**config.mk**
```make
export PLATFORM = sky130hd
export DESIGN_NAME = dcc_top
export DESIGN_NICKNAME = d
export VERILOG_FILES = /design/src/dcc_pkg.sv /design/src/dcc_chan_if.sv /design/src/dcc_top.sv /design/src/dcc_channel.sv
export SDC_FILE = /design/constraint.sdc
export NUM_CORES = 1
export LEC_CHECK = 0
export ABC_AREA = 1
export BUFFER_PORTS_ARGS = -buffer_cell sky130_fd_sc_hd__buf_4
export CAP_MARGIN = 10
export CORE_ASPECT_RATIO = 0.9
export CORE_MARGIN = 2
export CORE_UTILIZATION = 28
export CTS_CLUSTER_DIAMETER = 150
export DETAILED_ROUTE_END_ITERATION = 10
export GPL_ROUTABILITY_DRIVEN = 0
export RECOVER_POWER = 50
export SYNTH_ARGS = -nofsm -noshare
export SYNTH_HDL_FRONTEND = slang
export SYNTH_SLANG_ARGS = --single-unit
```
**constraint.sdc**
```tcl
create_clock -name mclk -period 4.2 [get_ports mclk]
set_input_delay 0.21 -clock mclk [delete_from_list [all_inputs] [get_ports mclk]]
set_output_delay 0.21 -clock mclk [all_outputs]
set_load 0.05 [all_outputs]
```
**src/dcc_pkg.sv**
```systemverilog
package dcc_pkg;
   // Register byte offsets; alias offsets added to each base
   localparam logic [7:0] STAT_OFS = 8'h00;
   localparam logic [7:0] CTL1_OFS = 8'h10;
   localparam logic [7:0] CTL2_OFS = 8'h20;
   localparam logic [3:0] ALIAS_CLR = 4'h4;
   localparam logic [3:0] ALIAS_SET = 4'h8;
   localparam logic [3:0] ALIAS_INV = 4'hC;
   localparam logic [31:0] REG_RESET = 32'h0000_0000;
   // Control register fields
   localparam int CTL_ON = 15;
   localparam int CTL_OE = 14;
   localparam int CTL_INV = 13;
   localparam int CTL_EVT = 9;
   localparam int CTL_RES = 8;
   localparam int CTL_EVP = 6;
   localparam int CTL_PSEL = 4;
   localparam int CTL_NSEL = 0;
   localparam logic [31:0] CTL_WMASK = 32'h0000_E0D3;
   // Status register fields
   localparam int ST_EVT2 = 17;
   localparam int ST_EVT1 = 16;
   localparam int ST_IDLE = 13;
   localparam int ST_REF = 8;
   localparam int ST_RES2 = 1;
   localparam int ST_RES1 = 0;
   localparam logic [31:0] ST_WMASK = 32'h0000_2100;
   localparam logic [1:0] EVP_OFF = 2'h0;
   localparam logic [1:0] EVP_ANY = 2'h3;
   typedef enum logic [1:0] {
      DCC_OP_WR = 2'b00,
      DCC_OP_CLR = 2'b01,
      DCC_OP_SET = 2'b10,
      DCC_OP_INV = 2'b11
   } dcc_op_t;
endpackage

```
**src/dcc_chan_if.sv**
```systemverilog
`timescale 1ns/1ps
interface dcc_chan_if;
   logic enable;
   logic invert;
   logic [1:0] event_polarity_field;
   logic clearEvt;
   logic result;
   logic eventFlag;
   modport ctl (output enable, invert, event_polarity_field, clearEvt,
      input result, eventFlag);
   modport chan (input enable, invert, event_polarity_field, clearEvt,
      output result, eventFlag);
endinterface

```
**src/dcc_top.sv**
```systemverilog
`timescale 1ns/1ps
// What this block does
// - Two comparators, each with own control
// - Input sources selectable by register fields
// - Output enable routes raw result, xor invert bit, to pin while bit 15 set
// - Clear, set, invert aliases at +4,+8,+C
// - Status bit 17 mirrors second event
// - Status bit 16 mirrors first event
// - Status bit 1 mirrors second result
// - Status bit 0 mirrors first result
// - Idle halt bit stops comparators in idle
// - Status bit 8 selects reference source
// - Unimplemented bits zero, reset all zero
// - Event flag sticky, blocks triggers until cleared
// - Two-bit field selects event condition
// - Invert bit inverts reported result
// - Bit 15 enables comparator
module dcc_top
   import dcc_pkg::*;
(
   input wire logic mclk,
   input wire logic sys_rst,
   input wire logic [31:0] wb_adr_i,
   input wire logic [31:0] wb_dat_i,
   output logic [31:0] wb_dat_o,
   input wire logic [3:0] wb_sel_i,
   input wire logic wb_we_i,
   input wire logic wb_cyc_i,
   input wire logic wb_stb_i,
   output logic wb_ack_o,
   input wire logic sysIdle,
   input wire logic rawResultOne,
   input wire logic rawResultTwo,
   output logic resultPinOne,
   output logic resultPinTwo,
   output logic enableOne,
   output logic enableTwo,
   output logic positiveSelOne,
   output logic positiveSelTwo,
   output logic [1:0] negativeSelOne,
   output logic [1:0] negativeSelTwo,
   output logic referenceSourceSelect
);
   typedef struct packed {
      logic ack;
      logic [31:0] rdat;
      logic [31:0] ctl1;
      logic [31:0] ctl2;
      logic idleHalt;
      logic refSel;
      logic idleS1;
      logic idleS2;
   } dcc_top_st_t;
   dcc_top_st_t st_q, st_d;

   dcc_chan_if ifOne();
   dcc_chan_if ifTwo();
   logic runOk;
   logic clr1, clr2;
   logic [31:0] stat, ctl1Rd, ctl2Rd, wdat, bmask, cur, nxt;
   logic [7:0] ofs;
   logic hit, wrStb;
   dcc_op_t op;

   assign runOk = !(st_q.idleHalt && st_q.idleS2);

   dcc_channel u_one (
      .mclk(mclk),
      .sys_rst(sys_rst),
      .rawResult(rawResultOne),
      .runOk(runOk),
      .ch(ifOne.chan)
   );
   dcc_channel u_two (
      .mclk(mclk),
      .sys_rst(sys_rst),
      .rawResult(rawResultTwo),
      .runOk(runOk),
      .ch(ifTwo.chan)
   );

   assign ifOne.enable = st_q.ctl1[CTL_ON];
   assign ifOne.invert = st_q.ctl1[CTL_INV];
   assign ifOne.event_polarity_field = st_q.ctl1[CTL_EVP +: 2];
   assign ifOne.clearEvt = clr1;
   assign ifTwo.enable = st_q.ctl2[CTL_ON];
   assign ifTwo.invert = st_q.ctl2[CTL_INV];
   assign ifTwo.event_polarity_field = st_q.ctl2[CTL_EVP +: 2];
   assign ifTwo.clearEvt = clr2;

   always_comb begin
      ctl1Rd = st_q.ctl1 & CTL_WMASK;
      ctl1Rd[CTL_EVT] = ifOne.eventFlag;
      ctl1Rd[CTL_RES] = ifOne.result;
      ctl2Rd = st_q.ctl2 & CTL_WMASK;
      ctl2Rd[CTL_EVT] = ifTwo.eventFlag;
      ctl2Rd[CTL_RES] = ifTwo.result;
      stat = REG_RESET;
      stat[ST_EVT2] = ifTwo.eventFlag;
      stat[ST_EVT1] = ifOne.eventFlag;
      stat[ST_RES2] = ifTwo.result;
      stat[ST_RES1] = ifOne.result;
      stat[ST_IDLE] = st_q.idleHalt;
      stat[ST_REF] = st_q.refSel;
   end

   always_comb begin
      ofs = {wb_adr_i[7:4], 4'h0};
      op = dcc_op_t'(wb_adr_i[3:2]);
      hit = (ofs == STAT_OFS) || (ofs == CTL1_OFS) || (ofs == CTL2_OFS);
      // Write lands on the edge where the master samples ack
      wrStb = wb_cyc_i && wb_stb_i && st_q.ack && wb_we_i && hit;
      bmask = {{8{wb_sel_i[3]}}, {8{wb_sel_i[2]}},
         {8{wb_sel_i[1]}}, {8{wb_sel_i[0]}}};
      wdat = wb_dat_i & bmask;
      case (ofs)
         STAT_OFS: cur = stat;
         CTL1_OFS: cur = ctl1Rd;
         CTL2_OFS: cur = ctl2Rd;
         default: cur = REG_RESET;
      endcase
      case (op)
         DCC_OP_CLR: nxt = cur & ~wdat;
         DCC_OP_SET: nxt = cur | wdat;
         DCC_OP_INV: nxt = cur ^ wdat;
         default: nxt = (cur & ~bmask) | wdat;
      endcase
   end

   // Event flag is software-clearable; hardware-owned result is not
   assign clr1 = wrStb && ofs == CTL1_OFS && !nxt[CTL_EVT];
   assign clr2 = wrStb && ofs == CTL2_OFS && !nxt[CTL_EVT];

   always_comb begin
      st_d = st_q;
      st_d.idleS1 = sysIdle;
      st_d.idleS2 = st_q.idleS1;
      st_d.ack = wb_cyc_i && wb_stb_i && !st_q.ack;
      if (wb_cyc_i && wb_stb_i && !st_q.ack) begin
         st_d.rdat = cur; // unmapped reads as zero
      end
      if (wrStb) begin
         case (ofs)
            STAT_OFS: begin
               st_d.idleHalt = nxt[ST_IDLE];
               st_d.refSel = nxt[ST_REF];
            end
            CTL1_OFS: st_d.ctl1 = nxt & CTL_WMASK;
            CTL2_OFS: st_d.ctl2 = nxt & CTL_WMASK;
            default: st_d.ctl1 = st_q.ctl1;
         endcase
      end
   end

   always_ff @(posedge mclk) begin
      if (sys_rst) begin
         st_q <= '0;
      end else begin
         st_q <= st_d;
      end
   end

   assign wb_ack_o = st_q.ack;
   assign wb_dat_o = st_q.rdat;
   // Raw, unsynchronised path straight to the pad
   assign resultPinOne = st_q.ctl1[CTL_OE] & st_q.ctl1[CTL_ON]
      & (rawResultOne ^ st_q.ctl1[CTL_INV]);
   assign resultPinTwo = st_q.ctl2[CTL_OE] & st_q.ctl2[CTL_ON]
      & (rawResultTwo ^ st_q.ctl2[CTL_INV]);
   assign enableOne = st_q.ctl1[CTL_ON] & runOk;
   assign enableTwo = st_q.ctl2[CTL_ON] & runOk;
   assign positiveSelOne = st_q.ctl1[CTL_PSEL];
   assign positiveSelTwo = st_q.ctl2[CTL_PSEL];
   assign negativeSelOne = st_q.ctl1[CTL_NSEL +: 2];
   assign negativeSelTwo = st_q.ctl2[CTL_NSEL +: 2];
   assign referenceSourceSelect = st_q.refSel;
endmodule

```
**src/dcc_channel.sv**
```systemverilog
`timescale 1ns/1ps
module dcc_channel
   import dcc_pkg::*;
(
   input wire logic mclk,
   input wire logic sys_rst,
   input wire logic rawResult,
   input wire logic runOk,
   dcc_chan_if.chan ch
);
   typedef struct packed {
      logic sync1;
      logic sync2;
      logic res;
      logic evt;
   } dcc_chan_st_t;
   dcc_chan_st_t st_q, st_d;
   logic newRes, rise, fall, trig;

   always_comb begin
      st_d = st_q;
      // First stage only feeds the second
      st_d.sync1 = rawResult;
      st_d.sync2 = st_q.sync1;
      newRes = st_q.sync2 ^ ch.invert;
      rise = newRes & ~st_q.res;
      fall = ~newRes & st_q.res;
      trig = 1'b0;
      case (ch.event_polarity_field)
         EVP_ANY: trig = rise | fall;
         2'h2: trig = ch.invert ? rise : fall;
         2'h1: trig = ch.invert ? fall : rise;
         default: trig = 1'b0;
      endcase
      if (ch.enable && runOk) begin
         st_d.res = newRes;
         // Clear wins over a trigger in the same cycle once the flag is set
         if (trig && !st_q.evt) begin
            st_d.evt = 1'b1;
         end else if (ch.clearEvt) begin
            st_d.evt = 1'b0;
         end
      end else if (ch.clearEvt) begin
         st_d.evt = 1'b0;
      end
      if (!ch.enable) begin
         st_d.res = 1'b0;
      end
   end

   always_ff @(posedge mclk) begin
      if (sys_rst) begin
         st_q <= '0;
      end else begin
         st_q <= st_d;
      end
   end

   assign ch.result = st_q.res;
   assign ch.eventFlag = st_q.evt;
endmodule

```
==> impl_metrics.yaml, run 1 <==
global_routing:
  grt_pass1_vias: 2414
  grt_max_degree: 36
  grt_pass1_wl_um: 11490
  antenna_found_initial: 0
  track_usage: 0.1364
  grt.overflow.total: 0
cts:
  cts_tree: "built"
  clockBufferDepth: 2
  clk_pin_slew_worst_paths_ns: 0.08
  clk_latency_ns: 0.30
  hold_buffers: 0
  cts_buffers: 5
  cts_setup_buffers: 0
  clkSinkCount: 41
  htree_num_levels: 2
  cts_resized: 0
  cts-root-buf: "clkbuf_8"
cells_and_area:
  fill_cells: 1084
  multi_input_area_um2: 1388
  nNetsFinal: 535
  area_delta_synth_final_pct: 9.251
  drive_gt1_frac: 0.1169
  seqCellArea_um2: 820.8
  diodes: 0
placed_design:
  dp_worst_setup_slack_ns: 2.140
  dpl.hpwl_um: 5380
  portBuffers: 49
logic_synthesis:
  synthFlopType: "dfxtp_1"
  synth_area_leaders: "dfxtp_1 30%, buf_4 11%, nand2_1 10%"
  synth_area_um2: 2773
  synth_most_common_cell: "nand2_1"
  yosysSeqAreaShare: 0.2960
  syn_area_per_cell_um2: 6.586
  netlist_instances: 421
  synth_edf_count: 0
  yosysTopAreaCellShare: 0.2960
  yosys_warnings: 0
  ys_types: 26
  yosys.area.top_type: "dfxtp_1"
  async_reset_ff_frac: 0
  synth_common_cells: "74 x nand2_1, 68 x inv_1, 56 x nor2_1, 41 x dfxtp_1, 41 x nand3_1"
  ys_ff_latch: 41
pwr:
  p_int_uw: 603.9
  switching_power_uw: 261.5
  swShare: 0.3021
  ir_drop_mv: 0.1102
  p_comb_frac: 0.173
  leakagePower_uw: 0.001436
  power_frac_seq: 0.464
  powerDensity_nw_per_um2: 285.7
  clkPwrFrac: 0.363
worst_setup_path:
  cp-start-kind: "input pin"
  rrSetupSlack_ns: 2.39
  cp_cell_sequence: "clkbuf_1 > inv_1 > o211ai_1 > a21oi_1"
  endpoint: "u_one.ch.result$_SDFFE_PP0P_"
  cp_slowest_cell: "clkbuf_1"
  crit_arrival_ns: 2.08
  end_kind: "register"
  max_stage_delay_ns: 1.16
  cp_max_fo: 35
  worstPathRequired_ns: 4.39
  path_class: "in -> reg"
  rr_endpoint: "u_one.ch.eventFlag$_SDFF_PP0_"
  critPathLaunch: "sys_rst"
  reg2reg_from: "ctl1Rd[13]$_SDFFE_PP0P_"
  r2r_cells: 11
die:
  fp.dieH_um: 98.41
  core_area_um2: 9657
  rows: 34
  start_util: 0.2871
  io_pins: 120
  dieArea_um2: 10720
  die_w_um: 108.9
hold_path:
  hp-class: "in -> reg"
  hold_depth: 3
flow_run:
  cap_viol_max_count: 1
timing:
  fin_setup_tns_ns: 0
  tightest_slew_ns: 1.636
  setup_viol: 0
  maxSlewViolCount: 36
  period_share: 0.4505
  hold_ws_ns: 0.1130
  slew_headroom: -0.09098
  fin_crit_ns: 1.892
  timing.fmax_mhz: 528.6
  post-route-worst-setup-slack_ns: 2.308
  rsz0062_at_grt: "false"
  skew_ns: 0.007014
  hold_violations: 0
route:
  drt_pass1_iterations: 4
  drc: 0
  drt-initial-drc-count: 76
  vias: 2543
  ant_nets: 0
  wl_per_cell_um: 12.22
  routed_via_density: 4.454
  route.final.wire_length_um: 6978
run_status:
  violations: "capacitance limit, slew limit"
  status: "complete, but fails checks"
metal layers:
metal | global-route usage | vias up | wire [µm]
met2 | 0.2136 | 85 | 3124
li1 | - | 1299 | -
met3 | 0.02870 | 9 | 467
met5 | 0 | - | 0
met4 | 0.04043 | 0 | 81
met1 | 0.1876 | 1150 | 3305
kinds of logic (layout without fill, tap and decap cells):
logic type               after synthesis  in the layout  share of synthesized area
buffers and inverters                126            131                     0.2292
adder cells (fa/ha/maj)               14             14                    0.06318
flip-flops                            41             41                     0.2960
XOR/XNOR                               2              2                   0.006319
AO/OA/AOI/OAI                         56             56                     0.1200
other                                  1             20                   0.001352
AND/OR/NAND/NOR                      181            181                     0.2838
flip-flops by register name, indices dropped and copies added, names as in the netlist, 2 cells and up:
name and flops:
ctl1Rd 5, negativeSelOne 2, negativeSelTwo 2, wb_dat_o 12, st_q 2, ctl2Rd 5
layout by cell type, fill, tap and decap left out, drive strengths merged:
master / netlist / layout
clkinv: 0 / 1
a21oi: 17 / 17
nand3: 43 / 43
clkbuf: 9 / 29
inv: 75 / 75
nand2: 75 / 75
o21ai: 22 / 22
o22ai: 10 / 10
a22oi: 2 / 2
bufinv: 0 / 1
xnor2: 2 / 2
or2: 1 / 1
nand4: 1 / 1
o211ai: 5 / 5
nor3: 1 / 1
buf: 42 / 25
ha: 14 / 14
dfxtp: 41 / 41
nor2: 60 / 60
conb: 1 / 20
worst min-delay path by stage:
| stage | to | startpoint | slack [ns] |
|---|---|---|---|
| 2_1_floorplan | st_d[0]$_SDFF_PP0_ | sysIdle | 0.32 |
| 3_3_place_gp | st_q[0]$_SDFF_PP0_ | st_d[0]$_SDFF_PP0_ | 0.39 |
| 3_5_place_dp | st_q[0]$_SDFF_PP0_ | st_d[0]$_SDFF_PP0_ | 0.40 |
| 4_1_cts | st_d[0]$_SDFF_PP0_ | sysIdle | 0.12 |
| 5_1_grt | st_d[0]$_SDFF_PP0_ | sysIdle | 0.13 |
| 6_report | st_d[0]$_SDFF_PP0_ | sysIdle | 0.11 |
critical path, delay by kind of cell:
family                 cells  cell delay [ns]
AOI/OAI and AO/OA          2             0.27
buffers and inverters      2             1.59
cell type report:
class / count / area share
sequential: 41 / 0.2710
clock inverter: 2 / 0.01157
multi-input combinational: 273 / 0.4581
tap: 126 / 0.05204
clock buffer: 5 / 0.02272
inverter: 75 / 0.09294
timing repair buffer: 49 / 0.09170
stage by stage:
step / instances / utilization / area (µm²) / total power [µW]
final: 571 / 0.3137 / 3029 / 865.4
after global routing: 571 / 0.3137 / 3029 / 902.3
after CTS: 571 / 0.3230 / 3119 / 879.4
after detailed placement: 564 / 0.3123 / 3015 / 566.2
after global placement: 564 / 0.3123 / 3015 / 564.0
after floorplan: 440 / - / 2844 / 544.9
power by group through the flow:
stage	clock (µW)	sequential, µW	combinational [µW]
after floorplan	0	411	134
after CTS	322	402	156
after detailed placement	0	411	155
final	314	402	150
after global placement	0	411	153
after global routing	337	403	162
Note: power is estimated with default switching activity, not from simulation.
==> run 2: changes to the inputs <==
ABC_AREA = 0   (was 1)
clock period = 1.6 ns   (was 4.2 ns; I/O delays follow)
==> run 2 against run 1 <==
Compared with the run above: the flow finishes with violations (setup timing); critical endpoint is now ctl2Rd[13]$_SDFFE_PP0P_; largest power group unchanged; final cell count is 8.8% lower; routed wire length is 15% higher; worst hold slack worse by 0.11 ns; global-route usage is 1.6 points higher; sequential share of layout area is 4.3 points lower; non-clock buffer count is 62 higher; sequential power grew to 2.6 times the previous value; combinational power grew to 3.0 times the previous value; clock skew is 0.0026 ns higher.
==> impl_metrics.yaml, run 2 <==
run_status:
  status: "complete, but fails checks"
  violations: "setup timing"
worst_setup_path:
  cp_cell_sequence: "mux2i_2 > o2bb2ai_2 > and2_1 > ha_1 > a211oi_2 > a311oi_2 > buf_4 > a211oi_2"
  max_stage_delay_ns: 0.37
  cp_slowest_cell: "dfxtp_4"
  crit_arrival_ns: 2.02
  cpMostUsedCell: "a211oi_2"
  cp-start-kind: "register"
  end_kind: "register"
  path_class: "reg -> reg"
  cp_max_fo: 3
  worstPathRequired_ns: 1.84
logic_synthesis:
  ys_ff_latch: 41
  netlist_instances: 316
  yosysSeqAreaShare: 0.3040
  syn_area_per_cell_um2: 8.545
  synth_common_cells: "46 x nand2_1, 41 x dfxtp_1, 39 x buf_4, 27 x nor2_1, 14 x ha_1"
  synth_edf_count: 0
  synth_area_leaders: "dfxtp_1 30%, buf_4 11%, ha_1 6.5%"
  synthFlopType: "dfxtp_1"
  ys_types: 48
  yosys_warnings: 0
  yosys.area.top_type: "dfxtp_1"
  synth_area_um2: 2700
  async_reset_ff_frac: 0
  yosysTopAreaCellShare: 0.3040
  synth_most_common_cell: "nand2_1"
cts:
  cts-root-buf: "clkbuf_8"
  htree_num_levels: 2
  cts_buffers: 5
  clkSinkCount: 41
  cts_tree: "built"
  clockBufferDepth: 2
  clk_pin_slew_worst_paths_ns: 0.09
  clk_latency_ns: 0.31
placed_design:
  placed_cells: 503
  portBuffers: 49
  dpl.hpwl_um: 5965
  dp_worst_setup_slack_ns: -0.2396
pwr:
  ir_drop_mv: 0.2717
  leakagePower_uw: 0.001542
  powerDensity_nw_per_um2: 618.7
global_routing:
  antenna_found_initial: 0
  grt_pass1_vias: 2466
  grt.overflow.total: 0
  track_usage: 0.1521
  grt_max_degree: 32
  grt_pass1_wl_um: 12500
die:
  core_area_um2: 9249
  rows: 33
  dieArea_um2: 10450
  fp.dieH_um: 97.16
  start_util: 0.2919
  io_pins: 120
  die_w_um: 107.5
cells_and_area:
  drive_gt1_frac: 0.4185
  area_delta_synth_final_pct: 37.63
  largest_reg_flops: 12
  fin_util: 0.4018
  final_cell_mix: "102 x buf_4, 46 x nand2_1, 30 x dfxtp_1, 26 x nor2_1, 20 x conb_1"
  nNetsFinal: 488
  layout_commonest_cell: "buf_4"
  diodes: 0
  fill_cells: 941
  final_cells: 521
timing:
  fin_crit_ns: 1.787
  period_share: 1.117
  rsz0062_at_grt: "true"
  post-route-worst-setup-slack_ns: -0.1869
  fin_setup_tns_ns: -0.9375
  tightest_slew_ns: 0.5473
  maxSlewViolCount: 0
  hold_violations: 0
  setup_viol: 9
  slew_headroom: 0.6351
  skew_ns: 0.009572
  timing.fmax_mhz: 559.6
hold_path:
  hp-class: "in -> reg"
route:
  route.final.wire_length_um: 8053
  drt-initial-drc-count: 87
  vias: 2535
  drt_pass1_iterations: 4
  wl_per_cell_um: 15.46
  drc: 0
  ant_nets: 0
  routed_via_density: 4.866
flow_run:
  cap_viol_max_count: 0
run 2: changes by cell type after synthesis, sizes merged, moves of 8 or more:
cell and delta:
a21oi -8, inv -68, a211oi +14, nand2 -29, nand3 -39, nor2b +8, o21ai -19, o22ai -8
nor2 -33
run 2: layer usage:
metal | global-route usage | part of all wire | up-vias | wire [µm]
met3 | 0.02683 | 0.055 | 14 | 443
met5 | 0 | 0 | - | 0
met4 | 0.06016 | 0.017 | 0 | 140
met1 | 0.1970 | 0.44 | 1202 | 3532
met2 | 0.2492 | 0.49 | 80 | 3936
li1 | - | - | 1239 | -
run 2: repair_timing:
action / 4_1_cts / 5_1_grt
endpoints found under the setup margin: 9 / 20
resized for setup: 22 / 15
hold buffers: 2 / 0
gates cloned: 0 / 0
buffers inserted: 7 / 2
hold endpoints to repair: 2 / 0
pin swaps: 13 / 10
run 2: layout make-up:
class	instances	area [µm²]	share of cell area
Clock inverter	2	16.27	0.004377
Multi-Input combinational cell	232	1707	0.4593
Inverter	7	26.28	0.007071
Timing Repair Buffer	111	873.3	0.2350
Sequential cell	41	847.1	0.2279
Tap cell	122	152.6	0.04108
Clock buffer	6	93.84	0.02525
run 2: metrics by stage:
step | cell area (µm²) | hold slack [ns] | power (µW)
floorplan | 2840 | 0.1516 | 1376
global placement | 3364 | 0.3033 | 1476
detailed placement | 3364 | 0.3042 | 1483
CTS | 3647 | 0.01262 | 2318
global route | 3716 | 0.04738 | 2383
finish | 3716 | 0.007280 | 2299
run 2: logic make-up (layout without fill, tap and decap cells):
logic type	after synthesis	count (layout)	share of synthesized area
buffers and inverters	62	126	0.1488
AOI/OAI and AO/OA	73	73	0.2192
and+or+nand+nor	115	115	0.2210
DFF	41	41	0.3040
adders and majority gates	14	14	0.06488
muxes	6	6	0.02780
xor gates and xnor gates	4	4	0.01298
other	1	20	0.001389
run 2: path summary, 6_finish.rpt:
check | cells past startpoint | from | slack [ns] | end
worst max register to register | 8 | ctl1Rd[13]$_SDFFE_PP0P_ | -0.19 | ctl2Rd[13]$_SDFFE_PP0P_
worst max-delay path | 8 | ctl1Rd[13]$_SDFFE_PP0P_ | -0.19 | ctl2Rd[13]$_SDFFE_PP0P_
worst min register to register | 1 | u_two.st_d[2]$_SDFF_PP0_ | 0.44 | u_two.st_q[2]$_SDFF_PP0_
worst min-delay path | 2 | rawResultTwo | 0.007 | u_two.st_d[2]$_SDFF_PP0_
run 2: report_power, final:
| part | leakage (µW) | internal [µW] | switching, µW |
|---|---|---|---|
| clock | 0.0000525 | 405 | 419 |
| sequential | 0.000339 | 1020 | 7.37 |
| combinational | 0.00115 | 151 | 293 |
run 2: critical path: cells and delay by family (launching register included):
family	cells	cell delay [ns]
buf+inv	1	0.15
compound gates	4	0.57
fa+ha+maj	1	0.30
simple gates	1	0.16
mux	1	0.16
flops	1	0.37
==> run 3: changes to the inputs <==
GPL_TIMING_DRIVEN = 0   (was not set)
SLEW_MARGIN = 20   (was not set)
==> run 3 against run 2 <==
Compared with the run above: final cell count is 4.2% higher; highest routed layer unchanged; clock-buffer cell count is 1 higher; sequential power hardly changed; the run still ends with setup timing left; clock skew is 0.0031 ns lower.
==> impl_metrics.yaml, run 3 (synthesis gave the netlist of run 2 again) <==
pwr:
  clkPwrFrac: 0.352
  power_frac_seq: 0.443
  switching_power_uw: 683.6
  ir_drop_mv: 0.3382
  leakagePower_uw: 0.001566
  p_comb_frac: 0.205
  swShare: 0.2960
  powerDensity_nw_per_um2: 596.6
  p_int_uw: 1626
route:
  vias: 2599
  drt_pass1_iterations: 5
  wl_per_cell_um: 15.16
  route.final.wire_length_um: 8230
  ant_nets: 0
  drt-initial-drc-count: 166
  routed_via_density: 4.786
  drc: 0
worst_setup_path:
  cp_max_fo: 3
  cpLargestDelayFamily: "compound AO/OA/AOI/OAI gates"
  end_kind: "register"
  cp_slowest_cell: "dfxtp_4"
  crit_arrival_ns: 1.91
  worstPathRequired_ns: 1.75
  rr_endpoint: "ctl2Rd[13]$_SDFFE_PP0P_"
  critPathLaunch: "st_q[3]$_SDFFE_PP0P_"
  cp_cell_sequence: "mux2i_4 > o2bb2ai_4 > and2_4 > ha_4 > nor2_4 > a211oi_4 > a311oi_2 > buf_4 > a211oi_2"
  rrSetupSlack_ns: -0.16
  path_class: "reg -> reg"
  cp-start-kind: "register"
  max_stage_delay_ns: 0.36
  reg2reg_from: "st_q[3]$_SDFFE_PP0P_"
  r2r_cells: 9
  crit_buf_inv: 1
cells_and_area:
  diodes: 0
  drive_gt1_frac: 0.4299
  fill_cells: 967
  layout_commonest_cell: "buf_4"
  final_cell_mix: "92 x buf_4, 46 x nand2_1, 31 x clkbuf_1, 26 x nor2_1"
  area_delta_synth_final_pct: 43.37
  fin_util: 0.4186
  nNetsFinal: 510
  largest_reg_flops: 12
timing:
  fin_setup_tns_ns: -0.7590
  slew_headroom: 0.5181
  rsz0062_at_grt: "true"
  hold_violations: 0
  timing.fmax_mhz: 568.8
  maxSlewViolCount: 0
  fin_crit_ns: 1.758
  period_share: 1.099
  post-route-worst-setup-slack_ns: -0.1581
  hold_ws_ns: 0.03147
  skew_ns: 0.006441
  setup_viol: 9
  tightest_slew_ns: 0.7228
cts:
  clk_pin_slew_worst_paths_ns: 0.08
  htree_num_levels: 2
  clkSinkCount: 41
  cts_tree: "built"
  cts-root-buf: "clkbuf_8"
  cts_buffers: 5
  clockBufferDepth: 2
  clk_latency_ns: 0.29
placed_design:
  dpl.hpwl_um: 5922
  portBuffers: 46
hold_path:
  hp-class: "in -> reg"
  hold_depth: 2
  min_from: "rawResultTwo"
  min_to: "u_two.st_d[2]$_SDFF_PP0_"
die:
  io_pins: 120
  start_util: 0.2919
  dieArea_um2: 10450
  fp.dieH_um: 97.16
  die_w_um: 107.5
  core_area_um2: 9249
  rows: 33
global_routing:
  grt_pass1_wl_um: 12450
  antenna_found_initial: 0
  track_usage: 0.1515
  grt_pass1_vias: 2427
  grt_max_degree: 14
  grt.overflow.total: 0
run_status:
  violations: "setup timing"
  status: "complete, but fails checks"
flow_run:
  cap_viol_max_count: 0
## run 3: changes by cell type in the layout (fill, tap and decap cells not counted), sizes merged
cell,change
clkinv,-1
clkbuf,+33
buf,-10
## run 3: metal layers
| metal | track usage | vias up | wire length [µm] |
|---|---|---|---|
| met3 | 0.03018 | 12 | 657 |
| met2 | 0.2404 | 90 | 3945 |
| met5 | 0 | - | 0 |
| li1 | - | 1282 | - |
| met4 | 0.04241 | 0 | 123 |
| met1 | 0.2078 | 1215 | 3503 |
## run 3: what timing repair did
action	in CTS	in global routing
gates resized for setup	29	37
hold buffers	2	0
endpoints found under the hold margin	2	0
pin swaps	13	25
buffers inserted	14	18
endpoints found under the setup margin	20	29
## run 3: worst max path at each step
stage / end / slack [ns] / cells after the start
6_report: ctl2Rd[13]$_SDFFE_PP0P_ / -0.16 / 9
5_1_grt: u_one.ch.eventFlag$_SDFF_PP0_ / -0.23 / 8
4_1_cts: st_q[3]$_SDFFE_PP0P_ / -0.29 / 8
3_5_place_dp: u_two.ch.eventFlag$_SDFF_PP0_ / -0.38 / 10
3_3_place_gp: u_two.ch.eventFlag$_SDFF_PP0_ / -0.35 / 10
2_1_floorplan: negativeSelOne[1]$_SDFFE_PP0P_ / -0.04 / 10
## run 3: area by class of cell
type	count	area, µm²	share of cell area
multi-input cells	232	1799	0.4648
flip-flops and latches	41	869.6	0.2246
repair buffers	79	523.0	0.1351
plain buffers	54	385.4	0.09955
well taps	122	152.6	0.03943
clock buffers	7	107.6	0.02780
inverters	7	26.28	0.006787
clock inverters	1	7.507	0.001939
## run 3: power groups by stage
stage               Clock, µW  Sequential [µW]  Combinational [µW]
finish                    813             1020                 473
detailed placement          0             1060                 436
floorplan                   0             1060                 315
global route              891             1020                 506
global placement            0             1060                 432
CTS                       840             1030                 454
## run 3: metrics by stage
stage               cells  setup slack (ns)  cell area, µm²  power (µW)
floorplan             335          -0.03925            2840        1376
global placement      503           -0.3542            3338        1489
detailed placement    503           -0.3827            3338        1494
CTS                   526           -0.2913            3682        2324
global route          543           -0.2320            3871        2422
finish                543           -0.1581            3871        2309
